===== config.mk =====
export PLATFORM = sky130hd
export DESIGN_NAME = extended_write_protect_lock
export DESIGN_NICKNAME = d
export VERILOG_FILES = /design/src/ext_lock_pkg.sv /design/src/extended_write_protect_lock.sv
export SDC_FILE = /design/constraint.sdc
export NUM_CORES = 1
export LEC_CHECK = 0
export BUFFER_PORTS_ARGS = -buffer_cell sky130_fd_sc_hd__buf_2
export CAP_MARGIN = 15
export CORE_MARGIN = 3
export CORE_UTILIZATION = 40
export DETAILED_ROUTE_END_ITERATION = 8
export GPL_TIMING_DRIVEN = 0
export HOLD_SLACK_MARGIN = 0.08
export PLACE_DENSITY = 0.71
export SKIP_LAST_GASP = 1
export SLEW_MARGIN = 20
export SYNTH_ARGS = -nofsm -noshare
export SYNTH_HDL_FRONTEND = slang
export SYNTH_SLANG_ARGS = --single-unit

===== constraint.sdc =====
create_clock -name i_core_clk -period 3.3 [get_ports i_core_clk]
set_input_delay 0.33 -clock i_core_clk [delete_from_list [all_inputs] [get_ports i_core_clk]]
set_output_delay 0.33 -clock i_core_clk [all_outputs]
set_load 0.02 [all_outputs]

===== src/ext_lock_pkg.sv =====
package ext_lock_pkg;

  localparam int          LOCK_W            = 16;
  localparam logic [7:0]  CMD_EXT_LOCK      = 8'hdd;
  localparam logic [7:0]  CMD_WRITE_PROTECT = 8'h10;

  // Lock word bit positions
  localparam int          BIT_UNUSED        = 15;
  localparam int          BIT_PROTECT       = 14;
  localparam int          BIT_WARNING       = 10;
  localparam int          BIT_CUR_TEMP      = 9;
  localparam int          BIT_MARGIN        = 8;
  localparam int          BIT_OPERATION     = 7;
  localparam int          BIT_DEVICE_CFG    = 6;
  localparam int          BIT_INPUT_FAULT   = 5;
  localparam int          BIT_SEQUENCING    = 4;
  localparam int          BIT_MAKER_DATA    = 3;
  localparam int          BIT_PASSKEY       = 2;
  localparam int          BIT_RESTORE       = 1;
  localparam int          BIT_STORE         = 0;

  localparam logic [15:0] LOCK_RESET        = 16'h0000;
  localparam logic [15:0] LOCK_WRITE_MASK   = 16'h7fff;

  // Command codes of the locked groups
  localparam logic [7:0]  CMD_OPERATION     = 8'h01;
  localparam logic [7:0]  CMD_ON_OFF_CONFIG = 8'h02;
  localparam logic [7:0]  CMD_STORE_ALL     = 8'h15;
  localparam logic [7:0]  CMD_RESTORE_ALL   = 8'h16;
  localparam logic [7:0]  CMD_ALERT_MASK    = 8'h1b;
  localparam logic [7:0]  CMD_MARGIN_HIGH   = 8'h25;
  localparam logic [7:0]  CMD_MARGIN_LOW    = 8'h26;
  localparam logic [7:0]  CMD_TRANS_RATE    = 8'h27;
  localparam logic [7:0]  CMD_FREQ_SWITCH   = 8'h33;
  localparam logic [7:0]  CMD_VIN_ON        = 8'h35;
  localparam logic [7:0]  CMD_VIN_OFF       = 8'h36;
  localparam logic [7:0]  CMD_VOUT_OV_WARN  = 8'h42;
  localparam logic [7:0]  CMD_VOUT_UV_WARN  = 8'h43;
  localparam logic [7:0]  CMD_IOUT_OC_FAULT = 8'h46;
  localparam logic [7:0]  CMD_IOUT_OC_RESP  = 8'h47;
  localparam logic [7:0]  CMD_IOUT_OC_WARN  = 8'h4a;
  localparam logic [7:0]  CMD_OT_FAULT      = 8'h4f;
  localparam logic [7:0]  CMD_OT_RESP       = 8'h50;
  localparam logic [7:0]  CMD_OT_WARN       = 8'h51;
  localparam logic [7:0]  CMD_VIN_OV_FAULT  = 8'h55;
  localparam logic [7:0]  CMD_TON_DELAY     = 8'h60;
  localparam logic [7:0]  CMD_TON_RISE      = 8'h61;
  localparam logic [7:0]  CMD_TOFF_DELAY    = 8'h64;
  localparam logic [7:0]  CMD_TOFF_FALL     = 8'h65;
  localparam logic [7:0]  CMD_MAKER_ID      = 8'h99;
  localparam logic [7:0]  CMD_MAKER_MODEL   = 8'h9a;
  localparam logic [7:0]  CMD_MAKER_REV     = 8'h9b;

endpackage : ext_lock_pkg


===== src/extended_write_protect_lock.sv =====
`timescale 1ns/1ps
`default_nettype none
module extended_write_protect_lock #(
  parameter logic [7:0] CMD_PASSKEY     = 8'hf0,
  parameter logic [7:0] CMD_USER_SYSCFG = 8'hf1,
  parameter logic [7:0] CMD_BUS_ADDR    = 8'hf2,
  parameter logic [7:0] CMD_COMP        = 8'hf3
) (
  input  wire logic        i_core_clk,
  input  wire logic        i_reset,
  input  wire logic        i_ce,
  input  wire logic        i_wr_valid,
  input  wire logic [7:0]  i_cmd_code,
  input  wire logic [15:0] i_wr_data,
  input  wire logic        i_std_protect_block,
  input  wire logic        i_nvm_load_valid,
  input  wire logic [15:0] i_nvm_load_data,
  input  wire logic        i_store_done,
  output logic             o_wr_accept,
  output logic             o_wr_refuse,
  output logic [15:0]      o_lock_word,
  output logic             o_store_lock_active,
  output logic             o_store_allow,
  output logic             o_restore_allow,
  output logic             o_passkey_unlock_allow
);

  logic [15:0] extended_write_lock;
  logic        store_lock_eff;
  logic        store_pending;

  function automatic logic in_set(input logic [7:0] c, input logic [7:0] a, input logic [7:0] b,
                                  input logic [7:0] d, input logic [7:0] e, input logic [7:0] f);
    in_set = (c == a) || (c == b) || (c == d) || (c == e) || (c == f);
  endfunction : in_set

  wire logic [7:0] c = i_cmd_code;
  wire logic warning_cfg_lock      = extended_write_lock[ext_lock_pkg::BIT_WARNING];
  wire logic current_temp_fault_lock = extended_write_lock[ext_lock_pkg::BIT_CUR_TEMP];
  wire logic margin_cfg_lock       = extended_write_lock[ext_lock_pkg::BIT_MARGIN];
  wire logic operation_cmd_lock    = extended_write_lock[ext_lock_pkg::BIT_OPERATION];
  wire logic device_cfg_lock       = extended_write_lock[ext_lock_pkg::BIT_DEVICE_CFG];
  wire logic input_fault_cfg_lock  = extended_write_lock[ext_lock_pkg::BIT_INPUT_FAULT];
  wire logic sequencing_cfg_lock   = extended_write_lock[ext_lock_pkg::BIT_SEQUENCING];
  wire logic maker_data_lock       = extended_write_lock[ext_lock_pkg::BIT_MAKER_DATA];
  wire logic passkey_cmd_lock      = extended_write_lock[ext_lock_pkg::BIT_PASSKEY];
  wire logic restore_cmd_lock      = extended_write_lock[ext_lock_pkg::BIT_RESTORE];
  wire logic store_cmd_lock        = extended_write_lock[ext_lock_pkg::BIT_STORE];
  wire logic protect_cfg_lock      = extended_write_lock[ext_lock_pkg::BIT_PROTECT];

  wire logic hit_warning = in_set(c, ext_lock_pkg::CMD_ALERT_MASK, ext_lock_pkg::CMD_VOUT_OV_WARN,
    ext_lock_pkg::CMD_VOUT_UV_WARN, ext_lock_pkg::CMD_IOUT_OC_WARN, ext_lock_pkg::CMD_OT_WARN);
  wire logic hit_cur_temp = in_set(c, ext_lock_pkg::CMD_IOUT_OC_FAULT, ext_lock_pkg::CMD_IOUT_OC_RESP,
    ext_lock_pkg::CMD_OT_FAULT, ext_lock_pkg::CMD_OT_RESP, ext_lock_pkg::CMD_OT_RESP);
  wire logic hit_margin = in_set(c, ext_lock_pkg::CMD_MARGIN_HIGH, ext_lock_pkg::CMD_MARGIN_LOW,
    ext_lock_pkg::CMD_TRANS_RATE, ext_lock_pkg::CMD_TRANS_RATE, ext_lock_pkg::CMD_TRANS_RATE);
  wire logic hit_device_cfg = in_set(c, ext_lock_pkg::CMD_FREQ_SWITCH, CMD_USER_SYSCFG,
    CMD_BUS_ADDR, CMD_COMP, CMD_COMP);
  wire logic hit_seq_a = in_set(c, ext_lock_pkg::CMD_TON_DELAY, ext_lock_pkg::CMD_TON_RISE,
    ext_lock_pkg::CMD_TOFF_DELAY, ext_lock_pkg::CMD_TOFF_FALL, ext_lock_pkg::CMD_ON_OFF_CONFIG);
  wire logic hit_seq = hit_seq_a || (c == ext_lock_pkg::CMD_VIN_ON) || (c == ext_lock_pkg::CMD_VIN_OFF);
  wire logic hit_maker = in_set(c, ext_lock_pkg::CMD_MAKER_ID, ext_lock_pkg::CMD_MAKER_MODEL,
    ext_lock_pkg::CMD_MAKER_REV, ext_lock_pkg::CMD_MAKER_REV, ext_lock_pkg::CMD_MAKER_REV);
  wire logic hit_protect = (c == ext_lock_pkg::CMD_EXT_LOCK) || (c == ext_lock_pkg::CMD_WRITE_PROTECT);

  // Store and restore share the store lock; a store done while it is set carries it into the effective lock at the next reload
  wire logic store_blocked   = store_lock_eff || store_cmd_lock;
  wire logic restore_blocked = restore_cmd_lock || store_cmd_lock;

  wire logic ext_block =
      (warning_cfg_lock && hit_warning)
    | (current_temp_fault_lock && hit_cur_temp)
    | (margin_cfg_lock && hit_margin)
    | (operation_cmd_lock && (c == ext_lock_pkg::CMD_OPERATION))
    | (device_cfg_lock && hit_device_cfg)
    | (input_fault_cfg_lock && (c == ext_lock_pkg::CMD_VIN_OV_FAULT))
    | (sequencing_cfg_lock && hit_seq)
    | (maker_data_lock && hit_maker)
    | (passkey_cmd_lock && (c == CMD_PASSKEY))
    | (restore_blocked && (c == ext_lock_pkg::CMD_RESTORE_ALL))
    | (store_blocked && (c == ext_lock_pkg::CMD_STORE_ALL))
    | (protect_cfg_lock && hit_protect);

  // Extended locks add to standard protection, never relax it
  wire logic write_ok = !ext_block && !i_std_protect_block;

  assign o_wr_accept = i_wr_valid && write_ok;
  assign o_wr_refuse = i_wr_valid && !write_ok;

  wire logic lock_write = o_wr_accept && i_ce && (c == ext_lock_pkg::CMD_EXT_LOCK);

  // Protect bit only ever ORs in
  wire logic [15:0] next_lock_word =
    (i_wr_data & ext_lock_pkg::LOCK_WRITE_MASK) |
    (extended_write_lock & (16'h0001 << ext_lock_pkg::BIT_PROTECT));

  always_ff @(posedge i_core_clk or posedge i_reset) begin
    if (i_reset) begin
      extended_write_lock <= ext_lock_pkg::LOCK_RESET;
    end else if (i_ce && i_nvm_load_valid) begin
      extended_write_lock <= i_nvm_load_data & ext_lock_pkg::LOCK_WRITE_MASK;
    end else if (lock_write) begin
      extended_write_lock <= next_lock_word;
    end
  end

  // Effective store lock follows memory contents only at a reload
  always_ff @(posedge i_core_clk or posedge i_reset) begin
    if (i_reset) begin
      store_lock_eff <= 1'b0;
      store_pending  <= 1'b0;
    end else if (i_ce) begin
      if (i_nvm_load_valid) begin
        store_lock_eff <= i_nvm_load_data[ext_lock_pkg::BIT_STORE] | store_pending;
        store_pending  <= 1'b0;
      end else if (i_store_done) begin
        store_pending <= store_cmd_lock;
      end
    end
  end

  always_ff @(posedge i_core_clk or posedge i_reset) begin
    if (i_reset) begin
      o_lock_word <= ext_lock_pkg::LOCK_RESET;
    end else if (i_ce) begin
      o_lock_word <= extended_write_lock & ext_lock_pkg::LOCK_WRITE_MASK;
    end
  end

  assign o_store_lock_active    = store_blocked;
  assign o_store_allow          = !store_blocked;
  assign o_restore_allow        = !restore_blocked;
  assign o_passkey_unlock_allow = !passkey_cmd_lock;

endmodule : extended_write_protect_lock
`default_nettype wire


Yosys cells after proc, flatten, opt, wreduce, memory -nomap -nowiden --
Index checks and enable logic that the tools add are counted.
Storage, ports and cells: flip-flop bits (word level) 32, input bits 47, output and inout port bits 22
Operators by class: bitwise gates (word level) 13, reduce and logical (&&, ||, !) cells 57, muxes and demuxes 4, equal/unequal tests 33
Operator list (number):
- == test 8 x 7 -> 1 bit (second input constant) | 13
- == test 8 bit (second input constant) | 8
- == test 8 x 6 -> 1 bit (second input constant) | 6
- == test 8 x 5 -> 1 bit (second input constant) | 4
- two-way mux 15 bit | 2
- logical OR 1 bit | 29
- logical AND 1 bit | 18
- bitwise OR 15 bit | 1
- bitwise OR 1 bit | 12
- == test 8 x 1 -> 1 bit (second input constant) | 1
- == test 8 x 2 -> 1 bit (second input constant) | 1
- logical NOT 1 bit | 6
- AND reduction 2 bit | 2
- nonzero test 2 bit | 2
- two-way mux 1 bit | 2

Depth between registers and ports, before layout --
depth in word-level cells 24, mapped depth 9, mapped depth without buffers 6

Least setup slack after synthesis --
OpenSTA, ideal clock, no wires.
path type input -> output, from input port i_cmd_code[3], to output port o_wr_refuse, stages on the path 7, slack 0.692 ns, data required time 2.970 ns, path buffers 3, arrival time 2.278 ns, cell sequence buf_6 -> or4b_4 -> or4_4 -> and4_4 -> buf_6 -> buf_8 -> a21oi_1
On the way: cells in the longest elaborated chain, start to end 21, elaborated cells between the ends (all ways) 87
Ends and longest elaborated chain:
- start, declared | RTL line extended_write_protect_lock.sv:13 | input wire logic [7:0] i_cmd_code,
- == test 8 x 5 -> 1 bit or == test 8 x 7 -> 1 bit (tied branches) | RTL line extended_write_protect_lock.sv:34 | in_set = (c == a) || (c == b) || (c == d) || (c == e) || (c == f);
- logical OR 1 bit (4 in a row) | RTL line extended_write_protect_lock.sv:34
- logical AND 1 bit (on tied branches) | RTL line extended_write_protect_lock.sv:71, extended_write_protect_lock.sv:72
- bitwise OR 1 bit | RTL line extended_write_protect_lock.sv:72 | | (current_temp_fault_lock && hit_cur_temp)
- bitwise OR 1 bit | RTL line extended_write_protect_lock.sv:73 | | (margin_cfg_lock && hit_margin)
- bitwise OR 1 bit | RTL line extended_write_protect_lock.sv:74 | | (operation_cmd_lock && (c == ext_lock_pkg::CMD_OPERATION))
- bitwise OR 1 bit | RTL line extended_write_protect_lock.sv:75 | | (device_cfg_lock && hit_device_cfg)
- bitwise OR 1 bit | RTL line extended_write_protect_lock.sv:76 | | (input_fault_cfg_lock && (c == ext_lock_pkg::CMD_VIN_OV_FAULT))
- [... 2 more ...]
- bitwise OR 1 bit | RTL line extended_write_protect_lock.sv:79 | | (passkey_cmd_lock && (c == CMD_PASSKEY))
- bitwise OR 1 bit | RTL line extended_write_protect_lock.sv:80 | | (restore_blocked && (c == ext_lock_pkg::CMD_RESTORE_ALL))
- bitwise OR 1 bit | RTL line extended_write_protect_lock.sv:81 | | (store_blocked && (c == ext_lock_pkg::CMD_STORE_ALL))
- bitwise OR 1 bit * | RTL line extended_write_protect_lock.sv:82 | | (protect_cfg_lock && hit_protect);
- logical NOT 1 bit * | RTL line extended_write_protect_lock.sv:85 | wire logic write_ok = !ext_block && !i_std_protect_block;
- logical AND 1 bit * | RTL line extended_write_protect_lock.sv:85
- logical NOT 1 bit * | RTL line extended_write_protect_lock.sv:88 | assign o_wr_refuse = i_wr_valid && !write_ok;
- logical AND 1 bit * | RTL line extended_write_protect_lock.sv:88
- end, declared | RTL line extended_write_protect_lock.sv:20 | output logic o_wr_refuse,
Mark *: on every way between the ends. The rest lies on a longest branch, timed or not.

Final worst setup path --
from input port i_cmd_code[2], to output port o_wr_refuse
Same word-level chain as after synthesis.

==> summary.txt <==
Run status
  • Status: finished clean

Drt
  • Drt initial violations: 201
  • DR vias/cell: 5.75
  • Post-DRT Antenna Nets: 0
  • # DRC: 0
  • Routed via count: 1909
  • Drt wl/cell: 16.0 um
  • WL final: 5320 um
  • Drt pass-1 iters: 4

Timing
  • TNS Setup: 0 ps
  • Tightest Pin Transition: 730 ps
  • Setup Viol. Count Final: 0
  • Min cycle time layout: 2710 ps
  • Headroom to the max-slew limit: 0.507
  • Period utilization: 0.822
  • Final Worst Setup Slack: 587 ps
  • RSZ-0062 raised after global routing: no
  • Final Max Slew Viols: 0
  • Final Hold Viols: 0
  • Skew final: 5.74 ps
  • Max Freq: 0.369 GHz

Clock network
  • Number of gates resized after cts: 0
  • Clock tree sinks: 32
  • H-tree depth: 2
  • Longest Clk Path Bufs: 2
  • Worst-path clk slew: 70 ps
  • Worst skew pair latency: 280 ps
  • Cts hold-fix bufs: 0
  • Clock Root Buffer: clkbuf_8
  • Total CTS buffers: 5
  • CTS tree: done
  • Post-CTS setup buffers: 0

Setup path
  • Crit path capture type: output port
  • Cell mode on critical path: buf_2
  • Launching element type of the critical path: input port
  • Cell family with most CP delay: simple AND/OR/NAND/NOR gates
  • Critical Path RT: 2970 ps
  • Worst-path maximum fanout: 10
  • Slowest-stage cell, CP: or4_4
  • Buf/Inv on CP: 5
  • Cells along the critical path: buf_2, buf_4, or4b_4, or4_4, and4_4, buf_6, buf_8, a21oi_1, buf_2
  • Crit-path max cell delay: 530 ps
  • Arrival @ worst endpoint: 2380 ps
  • WS Path Type: in -> out

Floorplanning
  • IO Pins: 69
  • Row count: 24
  • Chip height: 75.5 um
  • Effective utilization at floorplan: 0.429
  • Die area: 5710 sq um
  • Core Area: 4500 sq um
  • Die Width: 75.5 um

Yosys
  • Synth cell types: 48
  • Post-synth top area share: 0.414
  • Post-synth top area cell: dfrtp_1
  • Yosys reg bits: 32
  • Synthesized instance count: 209
  • Dominant synthesized flop cell: dfrtp_1
  • Most instantiated cells after synthesis: nand2_1, dfrtp_1, nor2_1
  • Synth Area per Inst: 9.26 sq um
  • Most frequent cell after synthesis: nand2_1
  • Synth area leaders: dfrtp_1, mux2_2, nand2_1, a32oi_1, o21ai_1
  • Sequential fraction of the synthesis area: 0.414
  • Post-Syn Nets: 256
  • Ys async rst share: 1.00
  • EDFF count, synth: 0
  • Mapped cell area: 1930 sq um
  • YS warnings: 0

Final layout
  • Fin cells: 332
  • Layout cells sized above 1: 0.361
  • Area Overhead vs Synth: 24.3%
  • N_diodes: 0
  • Multi-input gate area: 998 sq um
  • Register area: 801 sq um
  • Fin util: 0.534
  • NumNets Final: 326
  • Fillers: 435

Power and ir drop
  • Final Power: 1070 uW
  • Power Density: 444 nW/um^2
  • Leakage: 0.00114 uW
  • Worst vdd ir: 336 uV

Global routing
  • Global-route wire length before repair: 8380 um
  • Gr ovfl total: 0
  • Total track usage: 0.192
  • Pin count of the biggest net entering global routing: 33
  • Initial antenna violation count: 0
  • Vias in the first global route: 1771

Placed design
  • GPL Wtd Cong: 0.908
  • IO buf count: 63
  • DP Wirelength: 3980 um
  • # placed instances: 324
  • Place WS: 599 ps

Worst hold path
  • HP Class: in -> async

Flow run
  • Max_cap viols: 0
==> through the flow <==
step | cell area (sq um) | hold slack [ps]
CTS | 2400 | 168
detailed placement | 2310 | 480
global route | 2400 | 206
global placement | 2310 | 475
floorplan | 1930 | 419
finish | 2400 | 150
==> per-layer routing <==
layer,GRT usage,up-vias,wire (um)
li1,-,904,-
met1,0.284,908,2520
met2,0.283,87,2300
met3,0.0356,10,400
met4,0.0641,0,93
met5,0,-,0
==> worst reg2reg max path, cell delays in order, from the launching register on <==
cell and delay (ps):
dfrtp_1 420, nor4b_1 160, nor4_1 350, nand4_1 180, nor3_1 510, buf_2 330, o21ai_1 110
==> area by class of cell <==
| class | count | area share |
|---|---|---|
| multi-input cells | 153 | 0.415 |
| plain buffers | 17 | 0.0453 |
| repair buffers | 63 | 0.131 |
| flip-flops and latches | 32 | 0.333 |
| inverters | 7 | 0.0109 |
| well taps | 52 | 0.0271 |
| clock buffers | 8 | 0.0375 |
==> where the power goes <==
group | internal [uW] | switching (uW)
Combinational | 115 | 157
Sequential | 450 | 41.1
Clock | 170 | 133
Total | 736 | 331
==> cells by family after synthesis <==
kind of cell | count (synthesis) | share of synthesized area
flip-flops | 32 | 0.414
buffers and inverters | 24 | 0.0699
other | 1 | 0.00194
AO/OA/AOI/OAI | 45 | 0.166
multiplexers | 16 | 0.0925
XOR/XNOR | 1 | 0.00453
AND/OR/NAND/NOR | 90 | 0.251
==> cell usage in the layout, fill, tap and decap left out, types with 3 or more instances in the layout <==
master	count
buf_2	66
inv_1	6
nand2b_1	3
nor4bb_1	4
nor4b_1	3
nand4_1	4
nor2_1	18
nand3_1	3
a32oi_1	13
dfrtp_1	32
nand2_1	33
clkbuf_8	6
buf_6	3
o21ai_1	14
and2_1	3
mux2_2	15
clkbuf_1	10
nor3_1	4
==> sequential cells by signal, summed over array words and instances, names as in the netlist <==
name,cells
o_lock_word,15
extended_write_lock,15
store_pending,1
store_lock_eff,1
==> path summary, 6_finish.rpt <==
| check | cells past startpoint | slack, ps | endpoint | start |
|---|---|---|---|---|
| worst max-delay path | 9 | 590 | o_wr_refuse | i_cmd_code[2] |
| worst min-delay path | 2 | 150 | o_lock_word[5] | i_reset |
| worst max register to register | 6 | 1120 | extended_write_lock[6] | extended_write_lock[8] |
| worst min register to register | 2 | 500 | store_lock_eff | store_pending |
| max in group asynchronous | 2 | 2710 | o_lock_word[1] | i_reset |
| min in group i_core_clk | 2 | 260 | store_pending | i_nvm_load_valid |
Note: power is estimated with default switching activity, not from simulation.
